[src/pwm_dt_pkg.sv]
// Shared constants and carrier types for the motor PWM dead-time block
package pwm_dt_pkg;
	// System clock period in nanoseconds (25 MHz)
	localparam int CLK_PERIOD_NS = 40;
	// Channel and trigger counts
	localparam int N_CH = 3;
	localparam int N_TRIG = 6;
	// Period counter width
	localparam int CNT_W = 16;
	// Dead-time length field and counter widths
	localparam int DT_LEN_W = 8;
	localparam int DT_CNT_W = 12;
	// Prescale multipliers as shifts: x4 and x16
	localparam int DT_SHIFT_SLOW = 2;
	localparam int DT_SHIFT_FAST = 4;
	// Motor channel style codes
	localparam logic [1:0] STYLE_TWO_SYM = 2'h0;
	localparam logic [1:0] STYLE_ONE_ASYM = 2'h1;
	localparam logic [1:0] STYLE_ONE_SYM = 2'h2;
	// Trigger compare modes
	localparam logic [1:0] TRIG_OFF = 2'h0;
	localparam logic [1:0] TRIG_UP = 2'h1;
	localparam logic [1:0] TRIG_DOWN = 2'h2;
	localparam logic [1:0] TRIG_BOTH = 2'h3;
	// Output level after reset (inactive)
	localparam logic RST_LEVEL = 1'b0;
	// Dead-time configuration bits
	typedef struct packed {
		logic normal_mode_select;
		logic [1:0] motor_channel_style;
		logic dead_time_enable;
		logic dead_time_prescale_select;
		logic [DT_LEN_W-1:0] dead_time_length;
	} dt_cfg_t;
	// Timing event pulses offered as interrupt requests
	typedef struct packed {
		logic period_start;
		logic [N_CH-1:0] duty_match;
		logic [N_TRIG-1:0] trigger;
	} events_t;
endpackage

[src/pwm_dead_time_insertion.sv]
// Compare timing, dead-time insertion and trigger events for three PWM pairs
// Notes on behaviour
// (RULE_01) Dead-time only in motor modes
// (RULE_02) Insert dead-time when either side turns active
// (RULE_03) Slow prescale: length times four clocks
// (RULE_04) Fast prescale: length times sixteen clocks
// (RULE_05) Duty match masks output, starts counter
// (RULE_06) Counter reaching length removes the mask
// (RULE_07) Two-channel symmetric mode: no dead-time
// (RULE_08) Long dead-time swallows the high pulse
// (RULE_09) Long dead-time swallows the low pulse
// (RULE_10) Full duty: high held on, no dead-time
// (RULE_11) Zero duty: low held on, no dead-time
// (RULE_12) Symmetric: compare on both count directions
// (RULE_13) Asymmetric: high duty compared counting up
// (RULE_14) Asymmetric: low duty compared counting down
// (RULE_15) Six trigger compares pulse ADC starts
// (RULE_16) Every timing event offers an interrupt request
// (RULE_17) Motor selected by clear mode bit; style codes
// (RULE_18) One-channel modes: low is inverted high
// (RULE_19) Each match restarts the dead-time counter
`timescale 1ns/1ns
module pwm_dead_time_insertion #(
	parameter int CW = pwm_dt_pkg::CNT_W
) (
	input wire logic clk_sys,
	input wire logic rst,
	// Prescaled PWM clock, one pulse per PWM clock
	input wire logic pwm_clk_en,
	// Period counter from the base timer
	input wire logic [CW-1:0] period_count,
	input wire logic count_up,
	input wire logic [CW-1:0] period_value,
	// Duty values per channel
	input wire logic [pwm_dt_pkg::N_CH-1:0][CW-1:0] duty_hi,
	input wire logic [pwm_dt_pkg::N_CH-1:0][CW-1:0] duty_lo,
	// Mode and dead-time settings
	input wire pwm_dt_pkg::dt_cfg_t dt_cfg,
	// Trigger compare values and modes
	input wire logic [pwm_dt_pkg::N_TRIG-1:0][CW-1:0] trig_value,
	input wire logic [pwm_dt_pkg::N_TRIG-1:0][1:0] trig_mode,
	// Gate driver outputs
	output logic [pwm_dt_pkg::N_CH-1:0] gate_hi,
	output logic [pwm_dt_pkg::N_CH-1:0] gate_lo,
	// Dead-time interval running, per pair
	output logic [pwm_dt_pkg::N_CH-1:0] dt_busy,
	// ADC start pulses
	output logic [pwm_dt_pkg::N_TRIG-1:0] adc_trigger,
	// Event pulses toward the interrupt controller
	output pwm_dt_pkg::events_t irq_events
);
	// Whole state of the block apart from the dead-time pairs
	typedef struct packed {
		logic [pwm_dt_pkg::N_CH-1:0] hi_lvl;
		logic [pwm_dt_pkg::N_CH-1:0] lo_lvl;
		logic [pwm_dt_pkg::N_TRIG-1:0] trig;
		pwm_dt_pkg::events_t evt;
	} top_state_t;

	top_state_t s_r; // Registered state
	top_state_t s_nxt; // Next state

	// Mode decodes
	logic motor_mode; // Motor PWM selected
	logic one_ch; // One-channel motor styles
	logic sym_style; // Symmetric one-channel style
	logic [pwm_dt_pkg::DT_CNT_W-1:0] dt_target; // Interval in PWM clocks

	// Per-channel helpers
	logic [pwm_dt_pkg::N_CH-1:0] full_duty; // Duty equals period
	logic [pwm_dt_pkg::N_CH-1:0] zero_duty; // Duty is zero
	logic [pwm_dt_pkg::N_CH-1:0] dt_on; // Insertion active
	logic [pwm_dt_pkg::N_CH-1:0] raw_lo; // Low level before masking

	// Interval length in PWM clocks from length and prescale
	function automatic logic [pwm_dt_pkg::DT_CNT_W-1:0] dt_clocks(
		input logic [pwm_dt_pkg::DT_LEN_W-1:0] len,
		input logic fast
	);
		logic [pwm_dt_pkg::DT_CNT_W-1:0] w;
		// Widen first so the shift cannot drop bits
		w = {4'h0, len};
		if (fast) begin
			dt_clocks = w << pwm_dt_pkg::DT_SHIFT_FAST; // RULE_04
		end else begin
			dt_clocks = w << pwm_dt_pkg::DT_SHIFT_SLOW; // RULE_03
		end
	endfunction

	// Compare hit in the wanted count direction on a PWM clock
	function automatic logic dir_hit(
		input logic [CW-1:0] cnt,
		input logic [CW-1:0] val,
		input logic en,
		input logic up,
		input logic want_up,
		input logic want_down
	);
		dir_hit = en && cnt == val && ((up && want_up) || (!up && want_down));
	endfunction

	// Mode decode from the select bit and style code
	// Style code 11 falls back to the two-channel decode
	assign motor_mode = !dt_cfg.normal_mode_select; // RULE_17
	assign sym_style = dt_cfg.motor_channel_style == pwm_dt_pkg::STYLE_ONE_SYM;
	assign one_ch = motor_mode && (sym_style ||
		dt_cfg.motor_channel_style == pwm_dt_pkg::STYLE_ONE_ASYM); // RULE_17
	assign dt_target = dt_clocks(dt_cfg.dead_time_length, dt_cfg.dead_time_prescale_select);

	// Per-channel insertion enable and low-side source
	always_comb begin
		for (int i = 0; i < pwm_dt_pkg::N_CH; i++) begin
			// Duty at the period or at zero pins one side
			full_duty[i] = duty_hi[i] == period_value;
			zero_duty[i] = duty_hi[i] == '0;
			// Only one-channel motor styles, never at full or zero duty
			dt_on[i] = dt_cfg.dead_time_enable && one_ch
				&& !full_duty[i] && !zero_duty[i]; // RULE_01 RULE_07 RULE_10 RULE_11
			// Low side is the inverse of high in one-channel styles
			raw_lo[i] = one_ch ? ~s_r.hi_lvl[i] : s_r.lo_lvl[i]; // RULE_18
		end
	end

	// Raw waveform, triggers and events
	always_comb begin
		s_nxt = s_r;
		// Trigger and event pulses last one cycle
		s_nxt.trig = '0;
		s_nxt.evt = '0;
		// Start of each period
		s_nxt.evt.period_start = pwm_clk_en && count_up && period_count == '0; // RULE_16
		for (int i = 0; i < pwm_dt_pkg::N_CH; i++) begin
			if (!motor_mode) begin
				// Independent channels: level while counter below duty
				if (pwm_clk_en) begin
					s_nxt.hi_lvl[i] = period_count < duty_hi[i];
					s_nxt.lo_lvl[i] = period_count < duty_lo[i];
				end
			end else if (!one_ch) begin
				// Two-channel symmetric: each side from its own duty
				if (dir_hit(period_count, duty_hi[i], pwm_clk_en, count_up, 1'b1, 1'b0)) begin
					s_nxt.hi_lvl[i] = 1'b1; // RULE_07 RULE_12
				end else if (dir_hit(period_count, duty_hi[i], pwm_clk_en, count_up, 1'b0, 1'b1)) begin
					s_nxt.hi_lvl[i] = 1'b0;
				end
				// Low side from its own duty value
				if (dir_hit(period_count, duty_lo[i], pwm_clk_en, count_up, 1'b1, 1'b0)) begin
					s_nxt.lo_lvl[i] = 1'b1;
				end else if (dir_hit(period_count, duty_lo[i], pwm_clk_en, count_up, 1'b0, 1'b1)) begin
					s_nxt.lo_lvl[i] = 1'b0;
				end
			end else if (full_duty[i]) begin
				// Full duty: high side on for the whole period
				if (pwm_clk_en) begin
					s_nxt.hi_lvl[i] = 1'b1; // RULE_10
				end
			end else if (zero_duty[i]) begin
				// Zero duty: high off, inverted low stays on
				if (pwm_clk_en) begin
					s_nxt.hi_lvl[i] = 1'b0; // RULE_11
				end
			end else if (sym_style) begin
				// Symmetric: high duty in both directions
				if (dir_hit(period_count, duty_hi[i], pwm_clk_en, count_up, 1'b1, 1'b0)) begin
					s_nxt.hi_lvl[i] = 1'b1; // RULE_12
				end else if (dir_hit(period_count, duty_hi[i], pwm_clk_en, count_up, 1'b0, 1'b1)) begin
					s_nxt.hi_lvl[i] = 1'b0; // RULE_12
				end
			end else begin
				// Asymmetric: high duty up, low duty down
				if (dir_hit(period_count, duty_hi[i], pwm_clk_en, count_up, 1'b1, 1'b0)) begin
					s_nxt.hi_lvl[i] = 1'b1; // RULE_13
				end else if (dir_hit(period_count, duty_lo[i], pwm_clk_en, count_up, 1'b0, 1'b1)) begin
					s_nxt.hi_lvl[i] = 1'b0; // RULE_14
				end
			end
			// Any level change is a duty-match event
			s_nxt.evt.duty_match[i] = (s_nxt.hi_lvl[i] != s_r.hi_lvl[i])
				|| (s_nxt.lo_lvl[i] != s_r.lo_lvl[i]); // RULE_16
		end
		// Trigger compares by direction mode
		for (int t = 0; t < pwm_dt_pkg::N_TRIG; t++) begin
			s_nxt.trig[t] = dir_hit(period_count, trig_value[t], pwm_clk_en, count_up,
				trig_mode[t][0], trig_mode[t][1]); // RULE_15
			s_nxt.evt.trigger[t] = s_nxt.trig[t]; // RULE_16
		end
	end

	// State register
	always_ff @(posedge clk_sys) begin
		if (rst) begin
			// Raw levels start inactive
			s_r.hi_lvl <= {pwm_dt_pkg::N_CH{pwm_dt_pkg::RST_LEVEL}};
			s_r.lo_lvl <= {pwm_dt_pkg::N_CH{pwm_dt_pkg::RST_LEVEL}};
			// No pulse pending after reset
			s_r.trig <= '0;
			s_r.evt <= '0;
		end else begin
			s_r <= s_nxt;
		end
	end

	// One dead-time unit per pair
	// All pairs share one interval length
	for (genvar g = 0; g < pwm_dt_pkg::N_CH; g++) begin : g_pair
		dead_time_pair u_dead_time_pair (
			.clk_sys(clk_sys),
			.rst(rst),
			.pwm_clk_en(pwm_clk_en),
			.dt_on(dt_on[g]),
			.dt_target(dt_target),
			.raw_hi(s_r.hi_lvl[g]),
			.raw_lo(raw_lo[g]),
			.out_hi(gate_hi[g]),
			.out_lo(gate_lo[g]),
			.dt_busy(dt_busy[g])
		);
	end

	// Registered pulses out
	assign adc_trigger = s_r.trig;
	assign irq_events = s_r.evt;
endmodule

[src/dead_time_pair.sv]
// Dead-time mask and counter for one high/low output pair
`timescale 1ns/1ns
module dead_time_pair (
	input wire logic clk_sys,
	input wire logic rst,
	input wire logic pwm_clk_en,
	input wire logic dt_on,
	input wire logic [pwm_dt_pkg::DT_CNT_W-1:0] dt_target,
	input wire logic raw_hi,
	input wire logic raw_lo,
	output logic out_hi,
	output logic out_lo,
	output logic dt_busy
);
	// Whole state of the pair
	typedef struct packed {
		logic prev_hi;
		logic prev_lo;
		logic mask_hi;
		logic mask_lo;
		logic [pwm_dt_pkg::DT_CNT_W-1:0] cnt;
		logic out_hi;
		logic out_lo;
	} pair_state_t;

	pair_state_t s_r; // Registered state
	pair_state_t s_nxt; // Next state
	logic rise_hi; // High side turning active
	logic rise_lo; // Low side turning active

	assign rise_hi = raw_hi & ~s_r.prev_hi;
	assign rise_lo = raw_lo & ~s_r.prev_lo;

	// Mask, count and release
	always_comb begin
		s_nxt = s_r;
		s_nxt.prev_hi = raw_hi;
		s_nxt.prev_lo = raw_lo;
		if (!dt_on) begin
			// No insertion: outputs follow the raw levels
			s_nxt.mask_hi = 1'b0; // RULE_01
			s_nxt.mask_lo = 1'b0;
			s_nxt.cnt = '0;
		end else begin
			// Count prescaled time while masked
			if ((s_r.mask_hi | s_r.mask_lo) && pwm_clk_en) begin
				if (s_r.cnt + 12'h001 >= dt_target) begin
					// Interval over: drop the mask
					s_nxt.mask_hi = 1'b0; // RULE_06
					s_nxt.mask_lo = 1'b0;
					s_nxt.cnt = '0;
				end else begin
					s_nxt.cnt = s_r.cnt + 12'h001;
				end
			end
			// New active edge masks and restarts the count
			if (rise_hi && dt_target != '0) begin
				s_nxt.mask_hi = 1'b1; // RULE_02 RULE_05
				s_nxt.mask_lo = 1'b0;
				s_nxt.cnt = '0; // RULE_19
			end
			if (rise_lo && dt_target != '0) begin
				s_nxt.mask_lo = 1'b1; // RULE_02 RULE_05
				s_nxt.mask_hi = 1'b0;
				s_nxt.cnt = '0; // RULE_19
			end
		end
		// A pulse shorter than the mask never reaches the pin
		s_nxt.out_hi = raw_hi & ~s_nxt.mask_hi; // RULE_08
		s_nxt.out_lo = raw_lo & ~s_nxt.mask_lo; // RULE_09
	end

	// State register
	always_ff @(posedge clk_sys) begin
		if (rst) begin
			s_r <= '0;
		end else begin
			s_r <= s_nxt;
		end
	end

	assign out_hi = s_r.out_hi;
	assign out_lo = s_r.out_lo;
	assign dt_busy = s_r.mask_hi | s_r.mask_lo;
endmodule

[config.mk]
export PLATFORM = sky130hd
export DESIGN_NAME = pwm_dead_time_insertion
export DESIGN_NICKNAME = d
export VERILOG_FILES = /design/src/pwm_dt_pkg.sv /design/src/pwm_dead_time_insertion.sv /design/src/dead_time_pair.sv
export SDC_FILE = /design/constraint.sdc
export NUM_CORES = 1
export LEC_CHECK = 0
export BUFFER_PORTS_ARGS = -buffer_cell sky130_fd_sc_hd__buf_2
export CAP_MARGIN = 20
export CELL_PAD_IN_SITES_DETAIL_PLACEMENT = 0
export CELL_PAD_IN_SITES_GLOBAL_PLACEMENT = 2
export CORE_UTILIZATION = 32
export DETAILED_ROUTE_END_ITERATION = 10
export GPL_ROUTABILITY_DRIVEN = 0
export PLACE_DENSITY = 0.93
export SYNTH_ARGS = -nofsm -noshare
export SYNTH_HDL_FRONTEND = slang
export SYNTH_HIERARCHICAL = 1
export SYNTH_SLANG_ARGS = --single-unit
[constraint.sdc]
create_clock -name clk_sys -period 7.58 [get_ports clk_sys]
set_input_delay 1.137 -clock clk_sys [delete_from_list [all_inputs] [get_ports clk_sys]]
set_output_delay 1.137 -clock clk_sys [all_outputs]
set_load 0.005 [all_outputs]
**Word-level counts from Yosys, hierarchy flattened**

Index checks and enable logic that the tools add are counted.

- Memories: 0
- Word-level logic and storage cells: 254
- Bits in registers: 70
- Memory bits (read-only): 0
- Input port bits: 253
- Output and inout port bits: 25
- Latch bits: 0
- Memory bits (writable): 0

- $mul: 0
- Add/sub/neg operators: 3
- Reductions and logical operators: 87
- Bitwise gates (word level): 33
- Div/mod/pow operators: 0
- Magnitude comparators: 9
- Multiplexer cells: 73
- Shifts and indexed selects: 0
- Eq/ne operators: 23

Operator list:

| kind | number |
|---|---|
| 16-bit == test | 15 |
| 14-bit 2-to-1 mux | 12 |
| 16-bit less-than comparator | 6 |
| 16-bit zero test | 4 |
| 1-bit logical AND | 61 |
| 1-bit 2-to-1 mux | 54 |
| 12-bit 2-to-1 mux | 4 |
| 12-bit by 1-bit adder with 12-bit output, second input constant | 3 |
| 12-bit greater-or-equal comparator | 3 |
| 1-bit inverter | 18 |
| 1-bit AND | 12 |
| 12-bit nonzero test | 1 |
| 4-bit OR reduction | 3 |
| 1-bit logical OR | 10 |
| 1-bit zero test | 8 |
| 2-bit 2-to-1 mux | 3 |
| 1-bit != test | 6 |
| 1-bit bitwise OR | 3 |
| 2-bit by 1-bit == test with 1-bit output, second input constant | 1 |
| 2-bit == test, second input constant | 1 |

**Logic depth before layout (Yosys ltp)**

Gate-level depths: netlist (run 1).

- Depth in word-level cells: 12
- Depth in mapped cells: 13
- Depth with buffers taken out: 12

**Cells and area by module**

The synthesis (run 1) kept the hierarchy.

By module, submodules not included:

| module | cells an instance | times used | area an instance (um^2) | sequential area each (um^2) |
|---|---|---|---|---|
| pwm_dead_time_insertion | 716 | 1 | 5408.9 | 320.3 |
| dead_time_pair | 160 | 3 | 1308.8 | 360.3 |

**Worst setup path after synthesis (run 1)**

OpenSTA, ideal clock, no wires.

- Path type: input-to-reg
- Start: in period_count[0]
- End: reg s_r, in the netlist irq_events[7]
- Library setup time: 0.129 ns
- Arrival: 3.148 ns
- Required time: 7.451 ns
- Path buffers: 1
- Slack: 4.303 ns
- Stages: 10
- Cell sequence: clkbuf_1 > inv_1 > ha_1 > and4_1 > and4bb_1 > a22oi_1 > o22ai_1 > a221oi_1 > or3_1 > a31oi_1

- Cells in the longest elaborated chain, start to end: 12
- Elaborated cells between the ends (all ways): 28
- Classes of those cells: 2 x order compare; 4 x eq/ne; 15 x mux; 7 x reduce/logical

Ends and longest elaborated chain:

| element | line | source |
|---|---|---|
| start, declared | pwm_dead_time_insertion.sv:31 | `input wire logic [CW-1:0] period_count,` |
| 16-bit == test | pwm_dead_time_insertion.sv:99 | `dir_hit = en && cnt == val && ((up && want_up) \|\| (!up && want_down));` |
| 1-bit logical AND (2 in series) | pwm_dead_time_insertion.sv:99 |  |
| 1-bit 2-to-1 mux (on tied branches) | pwm_dead_time_insertion.sv:173, pwm_dead_time_insertion.sv:143, pwm_dead_time_insertion.sv:166 |  |
| 1-bit 2-to-1 mux (on tied branches) | pwm_dead_time_insertion.sv:171, pwm_dead_time_insertion.sv:141, pwm_dead_time_insertion.sv:164 |  |
| 1-bit 2-to-1 mux | pwm_dead_time_insertion.sv:162 | `end else if (sym_style) begin` |
| 1-bit 2-to-1 mux | pwm_dead_time_insertion.sv:157 | `end else if (zero_duty[i]) begin` |
| 1-bit 2-to-1 mux | pwm_dead_time_insertion.sv:152 | `end else if (full_duty[i]) begin` |
| 1-bit 2-to-1 mux | pwm_dead_time_insertion.sv:139 | `end else if (!one_ch) begin` |
| 1-bit 2-to-1 mux | pwm_dead_time_insertion.sv:133 | `if (!motor_mode) begin` |
| 1-bit != test | pwm_dead_time_insertion.sv:178 | `s_nxt.evt.duty_match[i] = (s_nxt.hi_lvl[i] != s_r.hi_lvl[i])` |
| 1-bit logical OR * | pwm_dead_time_insertion.sv:179 | `\|\| (s_nxt.lo_lvl[i] != s_r.lo_lvl[i]);` |
| end signal, assigned | pwm_dead_time_insertion.sv:199 | `s_r <= s_nxt;` |
| end, declared | pwm_dead_time_insertion.sv:60 | `top_state_t s_r;` |

Every way passes the cells marked *; elsewhere a longest branch is shown, timed or not.
A chain may end at the register's enable or synchronous reset.

**Worst setup path after layout (run 1)**

Ends and elaborated chain as after synthesis.

==> impl_metrics.tcl, run 1 <==
set metrics [dict create \
    ys_types 72 \
    crit_path_start_kind "primary input" \
    slew_headroom_pct 40.5 \
    status "finished clean" \
    grt_pass1_wl_mm 50.5 \
    leakagePower_nw 5.43 \
    yosys_warnings 6 \
    design.core.area_um2 28700 \
    grt.met1_usage_pct 28.3 \
    period_share_pct 46.2 \
    worst_pin_slew_ns 0.884 \
    post_cts_buffers 0 \
    area_growth_pct 20.2 \
    final_layout_size_suffix_gt1_share_pct 23.0 \
    ys_async_sr_fraction_pct 0 \
    synth-seq-area-share_pct 15.0 \
    setup_viol 0 \
    placed_cells 1819 \
    grt_remaining_overflow 0 \
    ioPinCount 278 \
    grt_busiest_layer "met2" \
    use_met2_pct 36.0 \
    drc 0 \
    switchingPower_w 0.000406 \
    post-dp-hpwl_mm 26.8 \
    setup_ws_ns 4.08 \
    drt_iter0_markers 447 \
    min_period_ns 3.50 \
    critPathArrivalTime_ns 3.76 \
    pre_cts_slack_ns 3.78 \
    min_path_type "register to register" \
    antenna_found_initial 2 \
    final_max_slew_viol_count 0 \
    swShare_pct 32.5 \
    track_usage_pct 21.4 \
    register_area_um2 1400 \
    ir_drop_mv 0.103 \
    final_cells 1834 \
    clkSinkCount 70 \
    hold_viol_final 0 \
    num_rows 62 \
    hold-worst-slack_ns 0.454 \
    synthCells 1196 \
    io_buffers 277 \
    postCtsResizedCells 0 \
    final_antenna_net_count 0 \
    end_kind "register" \
    cpPeakStageDelay_ns 0.68 \
    wl_per_cell_um 17.7 \
    dieArea_um2 29900 \
    synth_edf_count 0 \
    maxCapViolations 0 \
    path_buf_inv 2 \
    grt_max_degree 23 \
    combPwrFrac_pct 33.3 \
    rsz0062_at_grt "false" \
    clk_latency_ns 0.34 \
    chipWidth_um 173 \
    clockBufferDepth 2 \
    cts.clk_slew.worst_paths_ns 0.05 \
    die_y_um 173 \
    layout_commonest_cell "buf_2" \
    cts_root_buffer "clkbuf_16" \
    cts-buffers-inserted 9 \
    ys_ff_latch 70 \
    htree_levels 3 \
    setup-tns-final_ns 0 \
    path_class "primary input to register" \
    critPathMaxFanout 8 \
    p_per_area_nw_per_um2 111 \
    path_cells "buf_2 -> inv_1 -> ha_1 -> nand4_1 -> nor4_1 -> a22oi_1 -> o22ai_1 -> a221oi_1 -> or3_1 -> a31oi_1" \
    critPathRequiredTime_ns 7.84 \
    final_cell_mix "277 x buf_2, 142 x inv_1, 136 x ha_1" \
    cts_hold_buffers 0 \
    use_met3_pct 2.81 \
    tritoncts "built" \
    multi_input_area_um2 7100 \
    critPathSlowestCell "nor4_1" \
    via_per_inst 5.18 \
    vias 9495 \
    clock_skew_ns 0.00741 \
    fill_cells 3097 \
    avgSynthCellArea_um2 7.81 \
    seqPwrFrac_pct 30.7 \
    yosys_most_used_dff "dfxtp_1" \
    fmax_mhz 286 \
    grt_pass1_vias 9405 \
    start_util_pct 32.5 \
    wl_mm 32.5 \
    p_int_w 0.000841 \
    dr.pass1.iters 5 \
    diodes 0 \
    crit_family "simple AND/OR/NAND/NOR gates" \
    syn_area_um2 9340 \
    p_clk_share_pct 36.1 \
    nets 1835 \
]
[per-stage QoR]
step	cell area [um2]	util (%)	power, W
finish	11200	39.1	0.00125
global route	11200	39.1	0.00132
CTS	11200	39.1	0.00126
detailed placement	10900	38.0	0.000803
global placement	10900	38.0	0.000795
floorplan	9380	-	0.000633
[power groups by stage]
stage / clock [W] / sequential (W) / combinational, W
after detailed placement: 0 / 0.000391 / 0.000412
after global routing: 0.000477 / 0.000384 / 0.000460
after floorplan: 0 / 0.000388 / 0.000245
after CTS: 0.000465 / 0.000383 / 0.000414
final: 0.000450 / 0.000382 / 0.000415
after global placement: 0 / 0.000391 / 0.000404
[cells in the mapped netlist (17+ instances only)]
cell type / number / area (um2)
nand3_1: 46 / 230
a211oi_1: 23 / 173
inv_1: 142 / 533
a21oi_1: 75 / 375
ha_1: 136 / 1700
xor2_1: 65 / 569
buf_4: 17 / 128
o21ai_0: 37 / 185
nor4_1: 51 / 319
nand2_1: 74 / 278
dfxtp_1: 70 / 1400
nand4_1: 48 / 300
nor2b_1: 18 / 113
nor2_1: 54 / 203
clkbuf_1: 19 / 71.3
xnor2_1: 110 / 963
[cell type report]
class                   count  share of cell area (%)
clock buffers               9                    2.01
well taps                 384                    4.28
inverters                 144                    4.82
clock inverters             6                   0.781
repair buffers            277                    12.4
flip-flops and latches     70                    12.5
multi-input cells         944                    63.3
[worst paths after layout]
check	from	endpoint	slack (ns)	depth (start not counted)
max	period_count[0]	irq_events[7]	4.08	10
min reg2reg	g_pair[0].u_dead_time_pair/s_r[15]	g_pair[0].u_dead_time_pair/out_hi	0.45	1
min	g_pair[0].u_dead_time_pair/s_r[15]	g_pair[0].u_dead_time_pair/out_hi	0.45	1
max reg2reg	g_pair[1].u_dead_time_pair/s_r[2]	g_pair[1].u_dead_time_pair/s_r[10]	4.25	12
[registers in the layout (all words and copies together) (netlist names)]
register / cells
s_r: 6
g_pair.u_dead_time_pair/out_hi: 3
g_pair.u_dead_time_pair/s_r: 48
g_pair.u_dead_time_pair/out_lo: 3
irq_events: 10
[kinds of logic after synthesis]
kind of cell	synth area share, %
AO/OA/AOI/OAI	15.5
XOR/XNOR	16.4
adder cells (fa/ha/maj)	18.2
buffers and inverters	9.38
flip-flops	15.0
multiplexers	2.22
other	0.0402
AND/OR/NAND/NOR	23.1
[routing by layer]
layer  part of all wire [%]  vias up
met5                  0.068        -
met4                    2.3        4
met3                    5.7       51
met2                     46      337
met1                     46     4400
li1                       -     4703
[worst register-to-register path, stage by stage (launching register included)]
cell and delay [ns]:
dfxtp_1 0.44, ha_1 0.27, and3_1 0.30, and3_2 0.27, nand3_1 0.11, xnor2_1 0.23, ha_1 0.30, a21oi_1 0.15
nand2_1 0.08, a211o_4 0.38, a211oi_2 0.46, nand3b_1 0.13, a21oi_1 0.15
(Power assumes the default switching activity.)
==> inputs of run 2 (changes only) <==
--- a/config.mk
+++ b/config.mk
@@ -9,10 +9,10 @@
 export CAP_MARGIN = 20
 export CELL_PAD_IN_SITES_DETAIL_PLACEMENT = 0
 export CELL_PAD_IN_SITES_GLOBAL_PLACEMENT = 2
-export CORE_UTILIZATION = 32
+export CORE_UTILIZATION = 27
 export DETAILED_ROUTE_END_ITERATION = 10
 export GPL_ROUTABILITY_DRIVEN = 0
-export PLACE_DENSITY = 0.93
+export PLACE_DENSITY = 0.85
 export SYNTH_ARGS = -nofsm -noshare
 export SYNTH_HDL_FRONTEND = slang
 export SYNTH_HIERARCHICAL = 1
==> constraint.sdc (replaced) <==
create_clock -name clk_sys -period 3 [get_ports clk_sys]
set_input_delay 0.45 -clock clk_sys [delete_from_list [all_inputs] [get_ports clk_sys]]
set_output_delay 0.45 -clock clk_sys [all_outputs]
set_load 0.005 [all_outputs]
==> impl_metrics.tcl, run 2 (same netlist as run 1, synthesis figures left out) <==
set metrics [dict create \
    grt_remaining_overflow 0 \
    wl_mm 34.8 \
    cts.clk_slew.worst_paths_ns 0.06 \
    io_buffers 277 \
    layout_commonest_cell "buf_2" \
    period_share_pct 94.6 \
    nets 1900 \
    end_kind "register" \
    die_y_um 188 \
    path_class "register to register" \
    vias 9606 \
    min_path_type "primary input to register" \
    dr.pass1.iters 4 \
    post-dp-hpwl_mm 29.1 \
    final_layout_size_suffix_gt1_share_pct 27.0 \
    chipWidth_um 188 \
    grt_pass1_vias 9605 \
    min_period_ns 2.84 \
    status "finished clean" \
    start_util_pct 27.6 \
    regMostFlops "g_pair.u_dead_time_pair/s_r" \
    diodes 0 \
    clk_latency_ns 0.34 \
    critPathSlowestCell "a211o_4" \
    largest_reg_flops 48 \
    dieArea_um2 35300 \
    clock_skew_ns 0.00545 \
    clkSinkCount 70 \
    utilization_pct 35.1 \
    num_rows 67 \
    path_buf_inv 1 \
    total_power_w 0.00317 \
    drt_iter0_markers 477 \
    leakagePower_nw 5.78 \
    pre_cts_slack_ns 0.165 \
    area_growth_pct 26.9 \
    htree_levels 3 \
    clockBufferDepth 2 \
    cts_root_buffer "clkbuf_16" \
    worst_pin_slew_ns 0.548 \
    p_per_area_nw_per_um2 267 \
    final_cell_mix "277 x buf_2, 142 x inv_1, 135 x ha_1" \
    critPathArrivalTime_ns 3.12 \
    post_cts_buffers 0 \
    antenna_found_initial 0 \
    critPathRequiredTime_ns 3.28 \
    slew_headroom_pct 63.4 \
    cts-buffers-inserted 9 \
    final_max_slew_viol_count 0 \
    postCtsResizedCells 0 \
    crit_path_start_kind "register" \
    hold-worst-slack_ns 0.409 \
    cts_hold_buffers 0 \
    via_per_inst 4.89 \
    design.core.area_um2 33800 \
    final_antenna_net_count 0 \
    grt_pass1_wl_mm 53.1 \
    fmax_mhz 352 \
    grt_max_degree 22 \
    rrSetupSlack_ns 0.16 \
    tritoncts "built" \
    wl_per_cell_um 17.7 \
    drc 0 \
    setup_viol 0 \
    track_usage_pct 19.4 \
    hold_viol_final 0 \
    setup_ws_ns 0.163 \
    maxCapViolations 0 \
    ioPinCount 278 \
    crit_family "compound AO/OA/AOI/OAI gates" \
    cpPeakStageDelay_ns 0.39 \
    ir_drop_mv 0.189 \
    critPathMaxFanout 8 \
    path_cells "ha_1 -> and3_1 -> and3_2 -> nand3_1 -> xnor2_2 -> ha_1 -> a21oi_1 -> nand2_1 -> a211o_4 -> a211oi_4 -> buf_4 -> nand3b_1 -> a21oi_1" \
]
## run 2: per-layer routing
metal,part of all wire (%),up-vias,global-route usage (%)
li1,-,4834,-
met1,47,4425,26.0
met2,46,306,32.1
met3,5.4,41,2.23
met4,2.1,0,6.13
met5,0,-,0
## run 2: metrics by stage
step / cells / TNS, ns / area [um2]
after CTS: 1964 / 0 / 11800
after detailed placement: 1948 / 0 / 11500
after global placement: 1948 / 0 / 11500
after floorplan: 1207 / 0 / 9380
final: 1964 / 0 / 11800
after global routing: 1964 / -0.116 / 11800
## run 2: path summary, 6_finish.rpt
| kind | from | end | cells past startpoint |
|---|---|---|---|
| worst max register to register | g_pair[1].u_dead_time_pair/s_r[3] | g_pair[1].u_dead_time_pair/s_r[10] | 13 |
| worst max-delay path | g_pair[1].u_dead_time_pair/s_r[3] | g_pair[1].u_dead_time_pair/s_r[10] | 13 |
| worst min-delay path | trig_value[29] | irq_events[1] | 4 |
| worst min register to register | g_pair[0].u_dead_time_pair/s_r[15] | g_pair[0].u_dead_time_pair/out_hi | 1 |
## run 2: power by group
part,switching (W),total [W],internal (W)
Sequential,0.0000139,0.000965,0.000951
Clock,0.000438,0.00110,0.000667
Combinational,0.000612,0.00110,0.000483
## run 2: worst reg2reg max path: stages (launching register included)
cell and delay (ns):
dfxtp_2 0.34, ha_1 0.16, and3_1 0.19, and3_2 0.24, nand3_1 0.13, xnor2_2 0.17, ha_1 0.31, a21oi_1 0.15
nand2_1 0.08, a211o_4 0.39, a211oi_4 0.24, buf_4 0.16, nand3b_1 0.07, a21oi_1 0.13
## run 2: final cells by class
type | instances | area [um2]
Clock inverter | 5 | 58.8
Sequential cell | 70 | 1410
Inverter | 144 | 541
Multi-Input combinational cell | 944 | 7160
Tap cell | 448 | 561
Fill cell | 3641 | 21900
Timing Repair Buffer | 342 | 1870
Clock buffer | 11 | 243
==> inputs of run 3 (changes only) <==
--- a/config.mk
+++ b/config.mk
@@ -5,11 +5,13 @@
 export SDC_FILE = /design/constraint.sdc
 export NUM_CORES = 1
 export LEC_CHECK = 0
+export ABC_AREA = 1
 export BUFFER_PORTS_ARGS = -buffer_cell sky130_fd_sc_hd__buf_2
 export CAP_MARGIN = 20
 export CELL_PAD_IN_SITES_DETAIL_PLACEMENT = 0
 export CELL_PAD_IN_SITES_GLOBAL_PLACEMENT = 2
-export CORE_UTILIZATION = 27
+export CORE_ASPECT_RATIO = 0.75
+export CORE_UTILIZATION = 25
 export DETAILED_ROUTE_END_ITERATION = 10
 export GPL_ROUTABILITY_DRIVEN = 0
 export PLACE_DENSITY = 0.85
==> impl_metrics.tcl, run 3 <==
set metrics [dict create \
    synth_top_area_share_pct 18.7 \
    via_per_inst 4.62 \
    chipWidth_um 229 \
    synth_edf_count 0 \
    holdPathStages 4 \
    p_int_w 0.00196 \
    placed_cells 2347 \
    ir_drop_mv 0.270 \
    min_path_type "primary input to register" \
    fill_cells 4209 \
    critPathMaxFanout 8 \
    yosys_most_used_dff "dfxtp_1" \
    clkSinkCount 70 \
    seqPwrFrac_pct 30.5 \
    yosys_warnings 6 \
    slew_headroom_pct 47.6 \
    rsz0062_at_grt "false" \
    vias 10900 \
    ioPinCount 278 \
    antenna_found_initial 5 \
    register_area_um2 1400 \
    layout_commonest_cell "nand2_1" \
    post_cts_buffers 0 \
    crit_path_start_kind "register" \
    cts.clk_slew.worst_paths_ns 0.07 \
    r2r_start "g_pair[2].u_dead_time_pair/s_r[2]" \
    ys_async_sr_fraction_pct 0 \
    r2r_cells 17 \
    post-dp-hpwl_mm 32.2 \
    worst_pin_slew_ns 0.786 \
    end_kind "register" \
    io_buffers 277 \
    nets 2243 \
    grt_pass1_vias 10100 \
    largest_reg_flops 48 \
    synthCells 1589 \
    p_clk_share_pct 34.6 \
    dieArea_um2 39300 \
    synth_top_family_by_area "simple AND/OR/NAND/NOR gates" \
    status "finished clean" \
    synthTopCellsByCount "479 x nand2_1, 248 x inv_1, 175 x nor2_1" \
    synthTopCellsByArea "nand2_1 19%, ha_1 18%, dfxtp_1 15%" \
    synth_compound_area_share_pct 13.7 \
    maxCapViolations 0 \
    htree_levels 3 \
    path_class "register to register" \
    area_growth_pct 22.5 \
    grt_max_degree 24 \
    setup-tns-final_ns 0 \
    switchingPower_w 0.00120 \
    fmax_mhz 375 \
    avgSynthCellArea_um2 6.06 \
    regMostFlops "g_pair.u_dead_time_pair/s_r" \
    holdCritStartpoint "trig_value[36]" \
    p_per_area_nw_per_um2 268 \
    ys_ff_latch 70 \
    period_share_pct 88.8 \
    clock_skew_ns 0.0122 \
    drc 0 \
    min_period_ns 2.66 \
    wl_mm 38.4 \
    dr.pass1.iters 5 \
    rrSetupSlack_ns 0.34 \
    cts_root_buffer "clkbuf_16" \
    multi_input_area_um2 7030 \
    cts_hold_buffers 0 \
    syn_area_um2 9630 \
    track_usage_pct 19.2 \
    hold_viol_final 0 \
    muxShareOfSynthArea_pct 0.117 \
    tritoncts "built" \
    drt_iter0_markers 723 \
    post-synth-top-count-cell "nand2_1" \
    reg2reg_to "g_pair[2].u_dead_time_pair/s_r[4]" \
    synth-xor-area-share_pct 7.14 \
    design.core.area_um2 37500 \
    synth-seq-area-share_pct 14.5 \
    start_util_pct 25.7 \
    grt_remaining_overflow 0 \
    clk_latency_ns 0.36 \
    grt_pass1_wl_mm 57.6 \
    final_cell_mix "479 x nand2_1, 277 x buf_2, 248 x inv_1" \
    leakagePower_nw 6.46 \
    clockBufferDepth 2 \
    final_cells 2367 \
    swShare_pct 38.0 \
    final_layout_size_suffix_gt1_share_pct 19.3 \
    synth_top_cell_by_area "nand2_1" \
    critPathArrivalTime_ns 2.95 \
    worstHoldEndpoint "irq_events[2]" \
    postCtsResizedCells 0 \
    setup_viol 0 \
    wl_per_cell_um 16.2 \
    synthAdderAreaFrac_pct 17.7 \
    cts-buffers-inserted 9 \
    combPwrFrac_pct 34.9 \
    final_antenna_net_count 0 \
    final_max_slew_viol_count 0 \
    critPathRequiredTime_ns 3.29 \
    num_rows 61 \
    ys_types 44 \
    die_y_um 172 \
    synthSimpleGateAreaFrac_pct 34.0 \
]
-- run 3: cells by family (layout without fill, tap and decap cells) --
group                      Yosys count  after routing
muxes                                1              1
xor gates and xnor gates            76             76
and+or+nand+nor                    790            790
adders and majority gates          136            136
AOI/OAI and AO/OA                  212            212
DFF                                 70             70
buffers and inverters              303            565
other                                1             13
-- run 3: area by class of cell --
class	instances	area share, %
Tap cell	504	5.34
Clock inverter	7	0.519
Clock buffer	9	1.91
Multi-Input combinational cell	1224	59.6
Antenna cell	4	0.0848
Inverter	262	8.33
Sequential cell	70	11.9
Timing Repair Buffer	287	12.4
-- run 3: metrics by stage --
stage | utilization, % | total power [W] | area [um2] | setup WS (ns) | hold slack, ns
final | 31.5 | 0.00316 | 11800 | 0.335 | 0.386
after global routing | 31.5 | 0.00338 | 11800 | 0.00465 | 0.415
after CTS | 31.5 | 0.00319 | 11800 | 0.313 | 0.374
after detailed placement | 30.7 | 0.00208 | 11500 | 0.00955 | 0.473
after global placement | 30.7 | 0.00206 | 11500 | 0.148 | 0.467
after floorplan | - | 0.00161 | 9660 | 0.718 | 0.457
-- run 3: layer usage --
| metal | global-route usage, % | vias up | share of wire, % |
|---|---|---|---|
| met5 | 0 | - | 0.034 |
| met4 | 4.64 | 2 | 1.5 |
| met3 | 4.04 | 41 | 7.3 |
| met2 | 27.7 | 346 | 40 |
| met1 | 28.6 | 4954 | 51 |
| li1 | - | 5586 | - |
-- run 3: how the worst max path moves through the flow --
stage                                            startpoint  cells after the start  slack, ns                                 end
after floorplan           g_pair[0].u_dead_time_pair/s_r[2]                     17       0.72   g_pair[0].u_dead_time_pair/s_r[8]
after global placement                           dt_cfg[10]                      8       0.15   g_pair[1].u_dead_time_pair/s_r[8]
after detailed placement                         dt_cfg[10]                      8       0.01  g_pair[1].u_dead_time_pair/s_r[12]
after CTS                 g_pair[2].u_dead_time_pair/s_r[2]                     17       0.31   g_pair[2].u_dead_time_pair/s_r[4]
after global routing      g_pair[0].u_dead_time_pair/s_r[2]                     17      0.005   g_pair[0].u_dead_time_pair/s_r[7]
final                     g_pair[2].u_dead_time_pair/s_r[2]                     17       0.34   g_pair[2].u_dead_time_pair/s_r[4]
-- run 3: critical path, stage by stage (launching register included) --
cell and delay, ns:
dfxtp_1 0.40, ha_1 0.27, nand2_1 0.07, nor2_1 0.15, nand4_1 0.12, xor2_1 0.14
inv_1 0.08, ha_1 0.27, nand2_1 0.08, nor2_1 0.06, nand2_1 0.07, nor2_1 0.04
nor2_1 0.09, nand2_1 0.09, nor2_1 0.25, buf_4 0.22, nand2_1 0.06, a21oi_1 0.13
-- run 3: power groups by stage --
| stage | clock, W | sequential, W | combinational, W |
|---|---|---|---|
| floorplan | 0 | 0.000980 | 0.000626 |
| global placement | 0 | 0.000986 | 0.00108 |
| detailed placement | 0 | 0.000985 | 0.00109 |
| CTS | 0.00113 | 0.000964 | 0.00110 |
| global route | 0.00117 | 0.000966 | 0.00125 |
| finish | 0.00110 | 0.000964 | 0.00111 |
